`config.mk`:
```
export PLATFORM = sky130hd
export DESIGN_NAME = vsrtc_host
export DESIGN_NICKNAME = d
export VERILOG_FILES = /design/src/vsrtc_pkg.sv /design/src/vsrtc_buf_if.sv /design/src/vsrtc_host.sv /design/src/vsrtc_skid_buf.sv
export SDC_FILE = /design/constraint.sdc
export NUM_CORES = 1
export LEC_CHECK = 0
export ABC_CLOCK_PERIOD_IN_PS = 3500
export BUFFER_PORTS_ARGS = -buffer_cell sky130_fd_sc_hd__buf_2
export CAP_MARGIN = 20
export CORE_UTILIZATION = 40
export DETAILED_ROUTE_END_ITERATION = 8
export GPL_ROUTABILITY_DRIVEN = 0
export SLEW_MARGIN = 20
export SYNTH_ARGS = -nofsm -noshare
export SYNTH_HDL_FRONTEND = slang
export SYNTH_SLANG_ARGS = --single-unit
```
`constraint.sdc`:
```
create_clock -name mclk_i -period 3.5 [get_ports mclk_i]
set_clock_uncertainty 0.05 [all_clocks]
set_input_delay 0.7 -clock mclk_i [delete_from_list [all_inputs] [get_ports mclk_i]]
set_output_delay 0.7 -clock mclk_i [all_outputs]
set_load 0.03 [all_outputs]
```
`src/vsrtc_pkg.sv`:
```
// Package of constants and types for the serial register transfer controller
// Overview of operation
// - Hold serial enable high at row fall (the code does so only for the mode cycle; the other transfers hold it low)
// - No serial clock edges during register-to-memory
// - Repeat writes: first write, read back, then more
// - First bit needs a serial clock rise
// - Write-mode cycle before shifting data in
// - Transfer strobe high at row fall when serial
// - Odd tap: first clock period at least 70 ns
// - Load before reading serial data out
// - No serial clock rise 10 ns before strobe rise
package vsrtc_pkg;
	// ---------------------------------------------------------------
	// Widths
	// ---------------------------------------------------------------
	localparam int ADDR_W = 9;
	localparam int DATA_W = 4;
	localparam int TAP_MAX = 511;
	// ---------------------------------------------------------------
	// Timing, in ns and in 5 ns cycles
	// ---------------------------------------------------------------
	localparam int CLK_NS = 5;
	localparam int ODD_TAP_PERIOD_NS = 70;
	localparam int SC_QUIET_NS = 10;
	localparam int STROBE_NS = 120;
	localparam int ODD_HALF_CYC = (ODD_TAP_PERIOD_NS / 2 + CLK_NS - 1) / CLK_NS;
	localparam int SC_QUIET_CYC = (SC_QUIET_NS + CLK_NS - 1) / CLK_NS;
	localparam int STROBE_CYC = (STROBE_NS + CLK_NS - 1) / CLK_NS;
	localparam int SC_HALF_CYC = 4;
	localparam logic [7:0] CNT_ZERO = 8'h00;
	// ---------------------------------------------------------------
	// Commands and states
	// ---------------------------------------------------------------
	typedef enum logic [1:0] {
		VSRTC_CMD_WMODE,
		VSRTC_CMD_REG2MEM,
		VSRTC_CMD_MEM2REG,
		VSRTC_CMD_SHIFT
	} vsrtc_cmd_t;
	typedef enum {
		VSRTC_IDLE,
		VSRTC_ROW_SETUP,
		VSRTC_ROW_LOW,
		VSRTC_COL_LOW,
		VSRTC_STROBE_RISE,
		VSRTC_ROW_HIGH,
		VSRTC_SC_HIGH,
		VSRTC_SC_LOW
	} vsrtc_state_t;
endpackage

```
`src/vsrtc_buf_if.sv`:
```
// Interface carrying one valid/ready word stream
`timescale 1ns/1ps
`default_nettype none
interface vsrtc_buf_if #(parameter int W = 4);
	logic valid;
	logic ready;
	logic [W-1:0] data;
	modport src(output valid, output data, input ready);
	modport snk(input valid, input data, output ready);
endinterface
`default_nettype wire

```
`src/vsrtc_host.sv`:
```
// Controller driving the serial port and transfer cycles of a video DRAM
`timescale 1ns/1ps
`default_nettype none
module vsrtc_host (
	input wire logic mclk_i,
	input wire logic reset_n_i,
	input wire logic cmd_valid_i,
	output logic cmd_ready_o,
	input wire logic [1:0] cmd_op_i,
	input wire logic [8:0] cmd_row_i,
	input wire logic [8:0] cmd_tap_i,
	input wire logic [3:0] wr_data_i,
	input wire logic wr_valid_i,
	output logic wr_ready_o,
	output logic [3:0] rd_data_o,
	output logic rd_valid_o,
	input wire logic rd_ready_i,
	output logic write_mode_o,
	output logic [8:0] shift_pos_o,
	output logic row_strobe_n_o,
	output logic col_strobe_n_o,
	output logic [8:0] addr_o,
	output logic transfer_output_enable_n_o,
	output logic write_enable_n_o,
	output logic serial_port_enable_n_o,
	output logic serial_shift_clock_o,
	output logic [3:0] serial_io_pins_o,
	output logic serial_io_pins_oe_o,
	input wire logic [3:0] serial_io_pins_i
);
	// ---------------------------------------------------------------
	// State
	// ---------------------------------------------------------------
	vsrtc_pkg::vsrtc_state_t state;
	vsrtc_pkg::vsrtc_cmd_t op;
	logic [7:0] cnt;
	logic [8:0] col;
	logic first_shift;
	logic [3:0] sio_meta;
	logic [3:0] sio_sync;
	logic rd_pend;

	vsrtc_buf_if #(.W(vsrtc_pkg::DATA_W)) in_b();
	vsrtc_buf_if #(.W(vsrtc_pkg::DATA_W)) out_b();

	vsrtc_skid_buf #(.W(vsrtc_pkg::DATA_W)) u_buf (
		.mclk_i(mclk_i),
		.reset_n_i(reset_n_i),
		.in_if(in_b.snk),
		.out_if(out_b.src)
	);

	function automatic logic [7:0] half_len(input logic odd_first);
		half_len = odd_first ? 8'(vsrtc_pkg::ODD_HALF_CYC)
			: 8'(vsrtc_pkg::SC_HALF_CYC);
	endfunction

	// Receive path: sampled serial data into the buffer
	assign in_b.valid = rd_pend;
	assign in_b.data = sio_sync;
	assign out_b.ready = !rd_valid_o || rd_ready_i;

	logic shift_go;
	assign shift_go = (op == vsrtc_pkg::VSRTC_CMD_SHIFT) &&
		(write_mode_o ? wr_valid_i : in_b.ready);

	// Serial clock rises only after its data have stood a cycle
	logic go_q;
	logic sc_fire;
	logic mode_edge;
	assign sc_fire = (state == vsrtc_pkg::VSRTC_SC_LOW) &&
		(cnt == vsrtc_pkg::CNT_ZERO) && shift_go && go_q;
	// Mode follows the transfer strobe's rise
	assign mode_edge = (state == vsrtc_pkg::VSRTC_COL_LOW) &&
		(cnt == vsrtc_pkg::CNT_ZERO);

	// ---------------------------------------------------------------
	// Pin synchroniser
	// ---------------------------------------------------------------
	always_ff @(posedge mclk_i or negedge reset_n_i) begin
		if (!reset_n_i) begin
			sio_meta <= 4'h0;
			sio_sync <= 4'h0;
		end else begin
			sio_meta <= serial_io_pins_i;
			sio_sync <= sio_meta;
		end
	end

	// ---------------------------------------------------------------
	// Cycle sequencer
	// ---------------------------------------------------------------
	always_ff @(posedge mclk_i or negedge reset_n_i) begin
		if (!reset_n_i) begin
			state <= vsrtc_pkg::VSRTC_IDLE;
			op <= vsrtc_pkg::VSRTC_CMD_SHIFT;
			cnt <= vsrtc_pkg::CNT_ZERO;
			col <= 9'h000;
			cmd_ready_o <= 1'b0;
			row_strobe_n_o <= 1'b1;
			col_strobe_n_o <= 1'b1;
			addr_o <= 9'h000;
			transfer_output_enable_n_o <= 1'b1;
			write_enable_n_o <= 1'b1;
			serial_port_enable_n_o <= 1'b1;
			serial_shift_clock_o <= 1'b0;
			wr_ready_o <= 1'b0;
			rd_pend <= 1'b0;
			go_q <= 1'b0;
		end else begin
			cmd_ready_o <= 1'b0;
			wr_ready_o <= 1'b0;
			go_q <= shift_go && (state == vsrtc_pkg::VSRTC_SC_LOW);
			if (rd_pend && in_b.ready) begin
				rd_pend <= 1'b0;
			end
			if (cnt != vsrtc_pkg::CNT_ZERO) begin
				cnt <= cnt - 8'h01;
			end
			case (state)
			vsrtc_pkg::VSRTC_IDLE: begin
				serial_port_enable_n_o <= 1'b1;
				if (cmd_valid_i && !cmd_ready_o) begin
					op <= vsrtc_pkg::vsrtc_cmd_t'(cmd_op_i);
					addr_o <= cmd_row_i;
					col <= cmd_tap_i;
					cnt <= 8'(vsrtc_pkg::SC_QUIET_CYC);
					state <= (cmd_op_i == 2'(vsrtc_pkg::VSRTC_CMD_SHIFT))
						? vsrtc_pkg::VSRTC_SC_LOW
						: vsrtc_pkg::VSRTC_ROW_SETUP;
					if (cmd_op_i == 2'(vsrtc_pkg::VSRTC_CMD_SHIFT)) begin
						cnt <= vsrtc_pkg::CNT_ZERO;
						serial_port_enable_n_o <= 1'b0;
					end
				end
			end
			vsrtc_pkg::VSRTC_ROW_SETUP: begin
				// Serial clock held low; every transfer, mode cycle too,
				// drops the transfer strobe
				serial_shift_clock_o <= 1'b0;
				transfer_output_enable_n_o <= 1'b0;
				write_enable_n_o <= (op == vsrtc_pkg::VSRTC_CMD_MEM2REG);
				// Serial enable high at row fall marks the mode cycle
				serial_port_enable_n_o <= (op == vsrtc_pkg::VSRTC_CMD_WMODE);
				if (cnt == vsrtc_pkg::CNT_ZERO) begin
					row_strobe_n_o <= 1'b0;
					cnt <= 8'(vsrtc_pkg::STROBE_CYC);
					state <= vsrtc_pkg::VSRTC_ROW_LOW;
				end
			end
			vsrtc_pkg::VSRTC_ROW_LOW: begin
				// Column address settles long before the column strobe
				addr_o <= col;
				if (cnt == vsrtc_pkg::CNT_ZERO) begin
					col_strobe_n_o <= 1'b0;
					cnt <= 8'(vsrtc_pkg::STROBE_CYC);
					state <= vsrtc_pkg::VSRTC_COL_LOW;
				end
			end
			vsrtc_pkg::VSRTC_COL_LOW: begin
				if (cnt == vsrtc_pkg::CNT_ZERO) begin
					// Stays high until the next transfer
					transfer_output_enable_n_o <= 1'b1;
					cnt <= 8'(vsrtc_pkg::STROBE_CYC);
					state <= vsrtc_pkg::VSRTC_STROBE_RISE;
				end
			end
			vsrtc_pkg::VSRTC_STROBE_RISE: begin
				if (cnt == vsrtc_pkg::CNT_ZERO) begin
					row_strobe_n_o <= 1'b1;
					col_strobe_n_o <= 1'b1;
					write_enable_n_o <= 1'b1;
					cnt <= 8'(vsrtc_pkg::STROBE_CYC);
					state <= vsrtc_pkg::VSRTC_ROW_HIGH;
				end
			end
			vsrtc_pkg::VSRTC_ROW_HIGH: begin
				serial_port_enable_n_o <= 1'b1;
				if (cnt == vsrtc_pkg::CNT_ZERO) begin
					cmd_ready_o <= 1'b1;
					state <= vsrtc_pkg::VSRTC_IDLE;
				end
			end
			vsrtc_pkg::VSRTC_SC_LOW: begin
				if (sc_fire) begin
					serial_shift_clock_o <= 1'b1;
					cnt <= half_len(first_shift && col[0]);
					wr_ready_o <= write_mode_o;
					state <= vsrtc_pkg::VSRTC_SC_HIGH;
				end
			end
			vsrtc_pkg::VSRTC_SC_HIGH: begin
				if (cnt == vsrtc_pkg::CNT_ZERO) begin
					serial_shift_clock_o <= 1'b0;
					rd_pend <= !write_mode_o;
					cnt <= half_len(first_shift && col[0]);
					state <= vsrtc_pkg::VSRTC_ROW_HIGH;
				end
			end
			default: begin
				state <= vsrtc_pkg::VSRTC_IDLE;
			end
			endcase
		end
	end

	// ---------------------------------------------------------------
	// Mode tracking and shift position
	// ---------------------------------------------------------------
	always_ff @(posedge mclk_i or negedge reset_n_i) begin
		if (!reset_n_i) begin
			write_mode_o <= 1'b0;
			first_shift <= 1'b1;
			shift_pos_o <= 9'h000;
		end else if (mode_edge) begin
			case (op)
			vsrtc_pkg::VSRTC_CMD_WMODE: write_mode_o <= 1'b1;
			vsrtc_pkg::VSRTC_CMD_MEM2REG: write_mode_o <= 1'b0;
			default: write_mode_o <= write_mode_o;
			endcase
			shift_pos_o <= col;
			first_shift <= 1'b1;
		end else if (sc_fire) begin
			shift_pos_o <= shift_pos_o + 9'h001;
			first_shift <= 1'b0;
		end
	end

	// ---------------------------------------------------------------
	// Serial data pins
	// ---------------------------------------------------------------
	always_ff @(posedge mclk_i or negedge reset_n_i) begin
		if (!reset_n_i) begin
			serial_io_pins_o <= 4'h0;
			serial_io_pins_oe_o <= 1'b0;
			rd_data_o <= 4'h0;
			rd_valid_o <= 1'b0;
		end else begin
			// Released in the cycle that a load leaves write mode
			serial_io_pins_oe_o <= write_mode_o && !(mode_edge &&
				op == vsrtc_pkg::VSRTC_CMD_MEM2REG);
			if (state == vsrtc_pkg::VSRTC_SC_LOW && shift_go &&
				write_mode_o) begin
				serial_io_pins_o <= wr_data_i;
			end
			if (out_b.valid && out_b.ready) begin
				rd_data_o <= out_b.data;
				rd_valid_o <= 1'b1;
			end else if (rd_ready_i) begin
				rd_valid_o <= 1'b0;
			end
		end
	end
endmodule
`default_nettype wire

```
`src/vsrtc_skid_buf.sv`:
```
// Two-entry buffer with valid and ready on both sides
`timescale 1ns/1ps
`default_nettype none
module vsrtc_skid_buf #(
	parameter int W = 4
) (
	input wire logic mclk_i,
	input wire logic reset_n_i,
	vsrtc_buf_if.snk in_if,
	vsrtc_buf_if.src out_if
);
	logic [W-1:0] mem [2];
	logic wr_ptr;
	logic rd_ptr;
	logic [1:0] count;
	logic push;
	logic pop;

	assign in_if.ready = (count != 2'h2);
	assign out_if.valid = (count != 2'h0);
	assign out_if.data = mem[rd_ptr];
	assign push = in_if.valid && in_if.ready;
	assign pop = out_if.valid && out_if.ready;

	always_ff @(posedge mclk_i) begin
		if (push) begin
			mem[wr_ptr] <= in_if.data;
		end
	end

	always_ff @(posedge mclk_i or negedge reset_n_i) begin
		if (!reset_n_i) begin
			wr_ptr <= 1'b0;
			rd_ptr <= 1'b0;
			count <= 2'h0;
		end else begin
			if (push) begin
				wr_ptr <= ~wr_ptr;
			end
			if (pop) begin
				rd_ptr <= ~rd_ptr;
			end
			count <= count + {1'b0, push} - {1'b0, pop};
		end
	end
endmodule
`default_nettype wire

```
Yosys cells after proc, flatten, opt, wreduce, memory -nomap -nowiden
Memory sizes are Yosys's and may differ from the RTL's. A register that Yosys moved wholly into a read port is not among the register bits.
Cells that the tools add are included.
Word-level totals
  register bits after elaboration: 99
  RAM bits: 8
  output and inout bits: 37
  word-level logic and storage cells: 146
  memories: 1
Cells by class
  add/subtract/negate cells: 4
  eq/ne operators: 22
  multiplexer cells: 47
  bitwise gates (word level): 2
  reduce and logical (&&, ||, !) cells: 44
Memory list
  u_buf.mem: words 2, width 4, read ports 1, clocked after memory_dff 1, wr ports 1, RTL line vsrtc_skid_buf.sv:12  | logic [W-1:0] mem [2];
Operator list (number)
  $mux W32: 7
  $pmux W32 S7: 1
  $eq A32 B3 Y1 const B: 5
  $eq A32 B2 Y1 const B: 2
  $mux W8: 5
  $eq A32 B1 Y1 const B: 1
  $eq A32 B4 Y1 const B: 1
  $logic_not A32 Y1: 1
  $pmux W8 S4: 1
  $mux W9: 3
  $mux W1: 19
  $ne A2 B2 Y1 const B: 9
  $pmux W9 S2: 1
  $reduce_bool A2 Y1: 8
  $logic_and A1 B1 Y1: 13
  $pmux W1 S2: 5
  $reduce_and A2 Y1: 5
  $add A9 B1 Y9 const B: 1
  $reduce_and A3 Y1: 3
  $logic_not A8 Y1: 1
  $reduce_bool A8 Y1: 1
  $sub A8 B1 Y8 const B: 1
  $reduce_and A7 Y1: 1
  $eq A2 B2 Y1 const B: 3
  other kinds (13): 21

Logic depth before layout (Yosys ltp)
Gate-level depths: netlist of run 1.
  depth after elaboration: 7
  depth in mapped cells: 12

Hierarchy
Synthesis of run 1 repeated with hierarchy kept, for this count alone.
Second synthesis, totals
  cells, all modules: 366
  area, all modules: 3761.1 um^2
By module, submodules not included
  vsrtc_host: times used 1, cells each 332, area an instance 3241.9 um^2, seq. area each 1761.7 um^2
  vsrtc_skid_buf: times used 1, cells each 34, area an instance 519.2 um^2, seq. area each 340.3 um^2

Worst setup path before layout of run 1
No wires, ideal clock.
  path type: register -> register
  from: reg cnt[0]
  to: reg cnt[0]
  library setup time: 0.126 ns
  data arrival time: 2.674 ns
  setup slack: 0.649 ns
  cell stages (with the launch flop): 12
  path buffers: 1
  path through: dfrtp_1 -> inv_1 -> ha_1 -> or3b_2 -> nor2_4 -> inv_2 -> buf_1 -> ha_1 -> nor3_1 -> a2111oi_0 -> a211oi_1 -> a311o_1
On the way
  longest elaborated chain between the ends: 6
Ends and longest elaborated chain
  start, declared: RTL line vsrtc_host.sv:36  | logic [7:0] cnt;
  start signal, assigned: RTL line vsrtc_host.sv:97  | cnt <= vsrtc_pkg::CNT_ZERO;
  start signal, assigned: RTL line vsrtc_host.sv:118  | cnt <= cnt - 8'h01;
  start signal, assigned: RTL line vsrtc_host.sv:127  | cnt <= 8'(vsrtc_pkg::SC_QUIET_CYC);
  parallel branches: the longest is 5 deep, another holds $sub A8 B1 Y8
  $pmux W8 S4 (*): RTL line vsrtc_host.sv:120  | case (state)
Mark *: on every way between the ends.
A chain may end at the register's enable or synchronous reset.

Worst setup path after layout of run 1
Same ends and word-level chain as after synthesis.

==> results.json, run 1 <==
{
  "status": "finished, final reports clean",
  "crit_start": "cnt[0]$_DFF_PN0_",
  "avgSynthCellArea_um2": 10.60,
  "holdWs_ns": 0.3028,
  "clock_latency_ns": 0.35,
  "critical-path-slowest-cell": "or3b_2",
  "pwr_density_cell_nw_per_um2": 565.5,
  "path_cells": "inv_1 > ha_1 > or3b_2 > nor2_4 > inv_2 > ha_1 > nor3_1 > a2111oi_0 > a211oi_1 > a311o_1",
  "num_vias": 2891,
  "viasPerCell": 5.384,
  "synth_edf_count": 8,
  "ys_types": 55,
  "clock_path_buffers": 2,
  "die_y_um": 98.58,
  "rr_startpoint": "cnt[0]$_DFF_PN0_",
  "p_leak_nw": 2.066,
  "fmax_ghz": 0.3564,
  "cts_buffers": 9,
  "tritoncts": "done",
  "fin_nets": 463,
  "grt_pass1_wl_um": 13600,
  "hpwl_um": 5643,
  "cts_max_level": 3,
  "reg2reg_to": "cnt[0]$_DFF_PN0_",
  "async_flop_share": 0.9024,
  "num_rows": 34,
  "cts_root_buffer": "clkbuf_8",
  "crit_required_ns": 3.69,
  "timing.final.crit_share": 0.8018,
  "io_buffers": 69,
  "ant_nets": 0,
  "clkTransAtPathRegs_ns": 0.09,
  "routedWlPerCell_um": 15.05,
  "startpoint_type": "register",
  "drive_gt1_frac": 0.2797,
  "hold_viol": 0,
  "setup_viol": 0,
  "grt_max_degree": 75,
  "slew_violations": 0,
  "setup_tns_ns": 0,
  "dr.pass1.iters": 4,
  "fp.dieArea_um2": 9718,
  "drt_iter0_markers": 230,
  "track_usage": 0.1798,
  "ys_seq_elements": 82,
  "postCtsResizedCells": 0,
  "cp_common_cell": "ha_1",
  "yosys_warnings": 0,
  "hold_buffers": 0,
  "ios": 70,
  "synth_cells": 352,
  "routed_wl_um": 8081,
  "grt_overflow": 0,
  "fill_cells": 836,
  "areaGrowthSynthToFinish_pct": 17.14,
  "synthesis.nets": 391,
  "cap_violations": 0,
  "grt_pass1_vias": 2768,
  "path_class": "register to register",
  "clkSinkCount": 82,
  "cts_setup_buffers": 0,
  "post-route-drc-count": 0,
  "yosysSeqAreaShare": 0.5634,
  "hold_class": "register to register",
  "cp-end-kind": "register",
  "crit_fanout": 5,
  "diodes": 0,
  "rr_worst_depth": 10,
  "post-route-min-period_ns": 2.806,
  "core_um2": 8891,
  "start_util": 0.4196,
  "max-slew-margin-rel": 0.3858,
  "crit_end": "cnt[0]$_DFF_PN0_",
  "antenna_found_initial": 0,
  "synth_area_um2": 3731,
  "grt_setup_unrepaired": "no",
  "max_stage_delay_ns": 0.49,
  "tightest_slew_ns": 0.9213,
  "vdd_drop_max_mv": 0.2220,
  "cp_data_arrival_time_ns": 2.99,
  "worst-r2r-setup-slack_ns": 0.69,
  "die_w_um": 98.58,
  "synth_top_flop_cell": "dfrtp_1"
}
registers in the layout, summed over array words and instances, names as in the netlist, 8 cells and up:
| signal | count |
|---|---|
| shift_pos_o | 9 |
| u_buf.mem | 8 |
| cnt | 8 |
| col | 9 |
| addr_o | 9 |
worst min-delay path by stage:
stage / startpoint / to / slack [ns] / depth (start not counted)
2_1_floorplan: sio_meta[0]$_DFF_PN0_ / in_b.data[0]$_DFF_PN0_ / 0.28 / 0
6_report: sio_meta[2]$_DFF_PN0_ / in_b.data[2]$_DFF_PN0_ / 0.30 / 0
5_1_grt: sio_meta[3]$_DFF_PN0_ / in_b.data[3]$_DFF_PN0_ / 0.31 / 0
3_3_place_gp: sio_meta[1]$_DFF_PN0_ / in_b.data[1]$_DFF_PN0_ / 0.29 / 0
4_1_cts: sio_meta[2]$_DFF_PN0_ / in_b.data[2]$_DFF_PN0_ / 0.30 / 0
3_5_place_dp: sio_meta[2]$_DFF_PN0_ / in_b.data[2]$_DFF_PN0_ / 0.29 / 0
kinds of logic after synthesis:
group	count (synthesis)	synth area share
and+or+nand+nor	138	0.1841
DFF	82	0.5634
AOI/OAI and AO/OA	74	0.1358
buffers and inverters	30	0.03789
muxes	15	0.04225
xor gates and xnor gates	7	0.01643
adders and majority gates	6	0.02012
layout make-up:
type                       count  area [um^2]  share of cell area
clock buffer                   9        123.9             0.02834
clock inverter                 7        61.31             0.01403
inverter                      14        52.55             0.01202
multi-input combinational    240         1488              0.3404
sequential                    82         2102              0.4810
tap                          108        135.1             0.03092
timing repair buffer          77        407.9             0.09333
worst max-delay path, delay by kind of cell, from the launching register on:
kind,cells,cell delay (ns)
flip-flops,1,0.41
AO/OA/AOI/OAI,3,0.85
buffers and inverters,2,0.20
AND/OR/NAND/NOR,3,0.67
adder cells (fa/ha/maj),2,0.50
report_power, final:
group | leakage, nW | switching (W) | internal (W)
Combinational | 0.992 | 0.000372 | 0.000242
Clock | 0.0884 | 0.000372 | 0.000270
Sequential | 0.985 | 0.000118 | 0.00110
Total | 2.07 | 0.000862 | 0.00161
through the flow:
stage / std cells / total power (W) / cell area [um^2] / util / worst slack (ns)
floorplan: 352 / 0.001675 / 3731 / - / 0.6494
global placement: 521 / 0.001830 / 4185 / 0.4707 / 0.8282
detailed placement: 521 / 0.001843 / 4185 / 0.4707 / 0.7642
CTS: 537 / 0.002497 / 4370 / 0.4916 / 0.7321
global route: 537 / 0.002622 / 4370 / 0.4916 / 0.4928
finish: 537 / 0.002472 / 4370 / 0.4916 / 0.6939
metal layers:
layer,wire (um),global-route usage,up-vias
met2,3744,0.2828,99
met3,486,0.04113,16
li1,-,-,1409
met4,145,0.07463,0
met1,3705,0.2410,1367
met5,0,0,-
placed cells by master, fill, tap and decap left out, types with 4 or more instances in the layout:
cell	n
inv_1	12
buf_4	9
xnor2_1	4
buf_2	68
nor3_1	8
nand2_1	69
o21ai_0	15
nand3_1	8
a31oi_1	6
and3_1	4
mux2i_1	9
mux2_2	6
nor3b_1	5
dfstp_2	8
a21oi_1	15
a22oi_1	11
nor4_1	4
dfrtp_1	66
a221o_1	6
edfxtp_1	8
clkbuf_8	9
nor2_1	20
ha_1	6
cells in the mapped netlist (3+ instances only):
library cell / number / share of area
mux2_2: 6 / 0.018
o22ai_1: 3 / 0.0050
dfrtp_1: 66 / 0.44
o21ai_0: 15 / 0.020
a21oi_1: 15 / 0.020
a221o_1: 6 / 0.016
nor3_1: 8 / 0.011
nor3b_1: 5 / 0.010
o31ai_1: 3 / 0.0060
buf_1: 4 / 0.0040
a22oi_1: 11 / 0.022
mux2i_1: 9 / 0.024
nand3_1: 8 / 0.011
xnor2_1: 4 / 0.0094
edfxtp_1: 8 / 0.064
clkbuf_1: 5 / 0.0050
dfstp_2: 8 / 0.056
nand4_1: 3 / 0.0050
ha_1: 6 / 0.020
nor2_1: 20 / 0.020
a31oi_1: 6 / 0.010
nor4_1: 4 / 0.0067
buf_4: 3 / 0.0060
and3_1: 4 / 0.0067
xor2_1: 3 / 0.0070
nand2_1: 69 / 0.069
nand2b_1: 3 / 0.0050
inv_1: 12 / 0.012
Note: power is estimated with default switching activity, not from simulation.
==> run 2, diff against run 1 <==
--- a/config.mk
+++ b/config.mk
@@ -5,7 +5,7 @@
 export SDC_FILE = /design/constraint.sdc
 export NUM_CORES = 1
 export LEC_CHECK = 0
-export ABC_CLOCK_PERIOD_IN_PS = 3500
+export ABC_CLOCK_PERIOD_IN_PS = 2800
 export BUFFER_PORTS_ARGS = -buffer_cell sky130_fd_sc_hd__buf_2
 export CAP_MARGIN = 20
 export CORE_UTILIZATION = 40
==> constraint.sdc (replaced) <==
create_clock -name mclk_i -period 2.8 [get_ports mclk_i]
set_clock_uncertainty 0.05 [all_clocks]
set_input_delay 0.56 -clock mclk_i [delete_from_list [all_inputs] [get_ports mclk_i]]
set_output_delay 0.56 -clock mclk_i [all_outputs]
set_load 0.03 [all_outputs]
==> results.json, run 2 (synthesized netlist as in run 1, its figures left out) <==
{
  "routedWlPerCell_um": 14.86,
  "cts_max_level": 3,
  "power_frac_seq": 0.483,
  "setup_viol": 0,
  "max-slew-margin-rel": 0.3820,
  "tightest_slew_ns": 0.9270,
  "p_total_w": 0.003146,
  "viasPerCell": 5.306,
  "cp-end-kind": "register",
  "cp_data_arrival_time_ns": 2.83,
  "slew_violations": 0,
  "num_rows": 34,
  "clockPowerShare": 0.268,
  "tritoncts": "done",
  "wl_met1_um": 3931,
  "p_int_w": 0.002098,
  "track_usage": 0.1804,
  "path_class": "register to register",
  "dr_wl_met3_um": 417,
  "cts_root_buffer": "clkbuf_8",
  "startpoint_type": "register",
  "final_common_cell": "nand2_1",
  "die_y_um": 98.58,
  "fmax_ghz": 0.3774,
  "grt_overflow": 0,
  "areaGrowthSynthToFinish_pct": 18.48,
  "io_buffers": 69,
  "routed_wl_um": 8054,
  "cts_setup_buffers": 0,
  "grt_setup_unrepaired": "no",
  "postCtsResizedCells": 0,
  "clkTransAtPathRegs_ns": 0.09,
  "cap_violations": 0,
  "setup_tns_ns": 0,
  "routed-wl-met2_um": 3647,
  "grt_max_degree": 75,
  "pwr_density_cell_nw_per_um2": 711.7,
  "grt_pass1_wl_um": 13640,
  "comb_power_share": 0.249,
  "hold_buffers": 0,
  "clkSinkCount": 82,
  "layout_common_cells": "nand2_1, buf_2, dfrtp_1, nor2_1",
  "post-route-drc-count": 0,
  "post-route-min-period_ns": 2.650,
  "p_switching_w": 0.001048,
  "drive_gt1_frac": 0.2857,
  "clock_path_buffers": 2,
  "timing.final.crit_share": 0.9464,
  "hold_class": "input port to register",
  "core_um2": 8891,
  "ios": 70,
  "ant_nets": 0,
  "fin_nets": 468,
  "drt_iter0_markers": 96,
  "clock_latency_ns": 0.34,
  "crit_required_ns": 2.98,
  "status": "finished, final reports clean",
  "dr.pass1.iters": 4,
  "hpwl_um": 5579,
  "vdd_drop_max_mv": 0.2482,
  "antenna_found_initial": 0,
  "crit_fanout": 5,
  "die_w_um": 98.58,
  "hold_viol": 0,
  "fp.dieArea_um2": 9718,
  "num_vias": 2876,
  "grt_pass1_vias": 2817,
  "netSwitchingFraction": 0.3332,
  "top_layer": "met4",
  "cts_buffers": 9,
  "start_util": 0.4196,
  "largestRegisters": "addr_o x9, col x9, shift_pos_o x9",
  "p_leak_nw": 2.098,
  "diodes": 0
}
-- run 2: cell count changes in the layout (fill, tap and decap cells not counted), sizes merged --
| cell | before | now |
|---|---|---|
| buf | 77 | 82 |
| bufinv | 0 | 1 |
| clkinv | 3 | 4 |
| clkinvlp | 2 | 1 |
| inv | 16 | 15 |
-- run 2: layer usage --
layer / up-vias / global-route usage
met5: - / 0
met4: 0 / 0.05396
met3: 4 / 0.04539
met2: 89 / 0.2752
met1: 1367 / 0.2544
li1: 1416 / -
-- run 2: critical path: stages (launching register included) --
cell and delay (ns):
dfrtp_1 0.40, inv_1 0.16, ha_1 0.21, or3b_2 0.50, nor2_4 0.11, inv_2 0.04, ha_1 0.31, nor3_1 0.07
a2111oi_2 0.25, a211oi_1 0.10, a311o_1 0.33
-- run 2: area by class of cell --
class	instances	area [um^2]
tap	108	135.1
fill	852	4471
inverter	14	52.55
clock buffer	9	123.9
timing repair buffer	82	445.4
sequential	82	2102
clock inverter	7	67.56
multi-input combinational	240	1494
-- run 2: power groups by stage --
stage               sequential (W)  combinational (W)  clock, W
global placement           0.00154           0.000764         0
detailed placement         0.00154           0.000767         0
finish                     0.00152           0.000782  0.000844
CTS                        0.00152           0.000777  0.000876
floorplan                  0.00160           0.000497         0
global route               0.00155           0.000877  0.000920
-- run 2: stage by stage --
stage / instance area, um^2 / setup slack, ns / cells / utilization / hold WS [ns]
2_1_floorplan: 3731 / 0.03745 / 352 / - / 0.2144
3_3_place_gp: 4223 / 0.2693 / 526 / 0.4750 / 0.2876
3_5_place_dp: 4223 / 0.1079 / 526 / 0.4750 / 0.2905
4_1_cts: 4414 / 0.08004 / 542 / 0.4965 / 0.2567
5_1_grt: 4420 / 0.05166 / 542 / 0.4972 / 0.2551
6_report: 4420 / 0.1500 / 542 / 0.4972 / 0.2781
-- run 2: final timing paths --
path                                        from                              end  slack (ns)  cells after the start
min in group asynchronous              reset_n_i  serial_io_pins_o[3]$_DFFE_PN0P_        0.29                      1
setup / recovery                cnt[0]$_DFF_PN0_                 cnt[0]$_DFF_PN0_        0.15                     10
max in group asynchronous              reset_n_i             state[0]$_DFFE_PN0P_        1.80                      1
hold / removal               serial_io_pins_i[2]            sio_meta[2]$_DFF_PN0_        0.28                      1
hold reg to reg            sio_meta[3]$_DFF_PN0_           in_b.data[3]$_DFF_PN0_        0.31                      0
setup reg to reg                cnt[0]$_DFF_PN0_                 cnt[0]$_DFF_PN0_        0.15                     10
==> run 3, diff against run 2 <==
--- a/config.mk
+++ b/config.mk
@@ -5,6 +5,7 @@
 export SDC_FILE = /design/constraint.sdc
 export NUM_CORES = 1
 export LEC_CHECK = 0
+export ABC_AREA = 1
 export ABC_CLOCK_PERIOD_IN_PS = 2800
 export BUFFER_PORTS_ARGS = -buffer_cell sky130_fd_sc_hd__buf_2
 export CAP_MARGIN = 20
==> results.json, run 3 <==
{
  "tritoncts": "done",
  "cp-end-kind": "register",
  "grt_setup_unrepaired": "no",
  "grt_pass1_wl_um": 13930,
  "fill_cells": 916,
  "grt_overflow": 0,
  "grt_pass1_vias": 2930,
  "areaGrowthSynthToFinish_pct": 17.60,
  "diodes": 0,
  "reg2reg_to": "shift_pos_o[3]$_DFFE_PN0P_",
  "synth_top_flop_cell": "dfrtp_1",
  "timing.final.crit_share": 0.7194,
  "routedWlPerCell_um": 12.63,
  "setup_tns_ns": 0,
  "rr_startpoint": "cnt[0]$_DFF_PN0_",
  "cts_root_buffer": "clkbuf_8",
  "crit_fanout": 15,
  "routed_wl_um": 8285,
  "layout_common_cells": "nand2_1, buf_2, dfrtp_1, nand3_1",
  "max-slew-margin-rel": 0.3854,
  "cp_data_arrival_time_ns": 2.26,
  "fmax_ghz": 0.4965,
  "track_usage": 0.1788,
  "post-route-drc-count": 0,
  "fin_nets": 561,
  "worstHoldStart": "serial_io_pins_i[2]",
  "worst-r2r-setup-slack_ns": 0.79,
  "hold_viol": 0,
  "fp.dieArea_um2": 10100,
  "cts_buffers": 9,
  "cap_violations": 0,
  "post-route-min-period_ns": 2.014,
  "setup_viol": 0,
  "ios": 70,
  "pwr_density_cell_nw_per_um2": 1120,
  "slew_violations": 0,
  "min_delay_path_depth": 1,
  "startpoint_type": "register",
  "drive_gt1_frac": 0.2182,
  "crit_required_ns": 3.04,
  "synth_edf_count": 8,
  "clkTransAtPathRegs_ns": 0.09,
  "yosysSeqAreaShare": 0.5416,
  "multiInputGateArea_um2": 1558,
  "grt_max_degree": 75,
  "netlist_top_cells_count": "nand2_1, dfrtp_1, nand3_1, inv_1, nor2_1",
  "num_vias": 3093,
  "die_y_um": 100.5,
  "avgSynthCellArea_um2": 8.625,
  "holdWs_ns": 0.2528,
  "seq_area_um2": 2102,
  "tightest_slew_ns": 0.9219,
  "synth_area_leaders": "dfrtp_1, nand2_1, nand3_1",
  "rr_worst_depth": 10,
  "postCtsResizedCells": 0,
  "yosysMostFrequentCell": "nand2_1",
  "p_leak_nw": 2.425,
  "die_w_um": 100.5,
  "final_common_cell": "nand2_1",
  "ant_nets": 0,
  "min_to": "sio_meta[2]$_DFF_PN0_",
  "path_class": "register to register",
  "clock_path_buffers": 2,
  "start_util": 0.4161,
  "yosysTopAreaCellShare": 0.4255,
  "synth_cells": 450,
  "hpwl_um": 5957,
  "synthesis.nets": 489,
  "clkSinkCount": 82,
  "synth_area_um2": 3881,
  "cts_setup_buffers": 0,
  "hold_buffers": 0,
  "post-route-util": 0.4893,
  "status": "finished, final reports clean",
  "vdd_drop_max_mv": 0.5203,
  "clock_latency_ns": 0.35,
  "io_buffers": 69,
  "yosys_warnings": 0,
  "ys_types": 39,
  "antenna_found_initial": 0,
  "drt_iter0_markers": 160,
  "dr.pass1.iters": 4,
  "core_um2": 9328,
  "largestRegisters": "addr_o x9, col x9, shift_pos_o x9",
  "viasPerCell": 4.715,
  "yosysTopAreaCell": "dfrtp_1",
  "num_rows": 35,
  "async_flop_share": 0.9024,
  "ys_seq_elements": 82,
  "cts_max_level": 3,
  "hold_class": "input port to register"
}
-- run 3: metrics by stage --
| step | worst slack, ns | cell area (um^2) | total power, W | instances |
|---|---|---|---|---|
| 2_1_floorplan | 0.8923 | 3881 | 0.003614 | 450 |
| 3_3_place_gp | 0.6941 | 4339 | 0.004142 | 640 |
| 3_5_place_dp | 0.6926 | 4339 | 0.004184 | 640 |
| 4_1_cts | 0.8046 | 4564 | 0.005169 | 656 |
| 5_1_grt | 0.5428 | 4564 | 0.005538 | 656 |
| 6_report | 0.7857 | 4564 | 0.005111 | 656 |
-- run 3: critical path, cell delays in order (launching register included) --
cell and delay (ns):
dfrtp_1 0.38, inv_1 0.12, ha_1 0.18, inv_1 0.04
nor2_1 0.13, nand2_1 0.35, nor2_1 0.19, nand3b_1 0.22
nand2_1 0.17, nand2_1 0.07, nand2_1 0.05
-- run 3: where the power goes --
part	internal (W)	total, W	switching, W
Clock	0.000510	0.000962	0.000453
Sequential	0.00162	0.00198	0.000356
Combinational	0.000722	0.00217	0.00145
-- run 3: how the worst max path moves through the flow --
stage / from / endpoint / slack (ns) / depth (start not counted)
6_report: cnt[0]$_DFF_PN0_ / shift_pos_o[3]$_DFFE_PN0P_ / 0.79 / 10
3_3_place_gp: rd_ready_i / u_buf.count[1]$_DFF_PN0_ / 0.69 / 9
3_5_place_dp: rd_ready_i / u_buf.count[1]$_DFF_PN0_ / 0.69 / 9
2_1_floorplan: rd_ready_i / u_buf.count[1]$_DFF_PN0_ / 0.89 / 8
5_1_grt: cnt[0]$_DFF_PN0_ / state[1]$_DFFE_PN0P_ / 0.54 / 9
4_1_cts: cnt[0]$_DFF_PN0_ / cnt[0]$_DFF_PN0_ / 0.80 / 8
-- run 3: cells by family (layout without fill, tap and decap cells) --
kind of cell | Yosys count | after routing | share of synthesized area
flops | 82 | 82 | 0.5416
xor+xnor | 10 | 10 | 0.02257
compound gates | 34 | 34 | 0.05609
fa+ha+maj | 6 | 6 | 0.01934
simple gates | 265 | 265 | 0.3034
buf+inv | 53 | 130 | 0.05706
-- run 3: cell type report --
cell class                      instances  share of cell area
Multi-Input combinational cell        315              0.3413
Timing Repair Buffer                   69             0.07621
Clock buffer                            9             0.02714
Tap cell                              129             0.03536
Inverter                               45             0.03728
Clock inverter                          7             0.02220
Sequential cell                        82              0.4605
-- run 3: layer usage --
layer	up-vias	GRT usage	wire, um
met5	-	0	0
li1	1585	-	-
met4	0	0.07023	139
met2	79	0.2850	3762
met1	1416	0.2399	3992
met3	13	0.03675	391
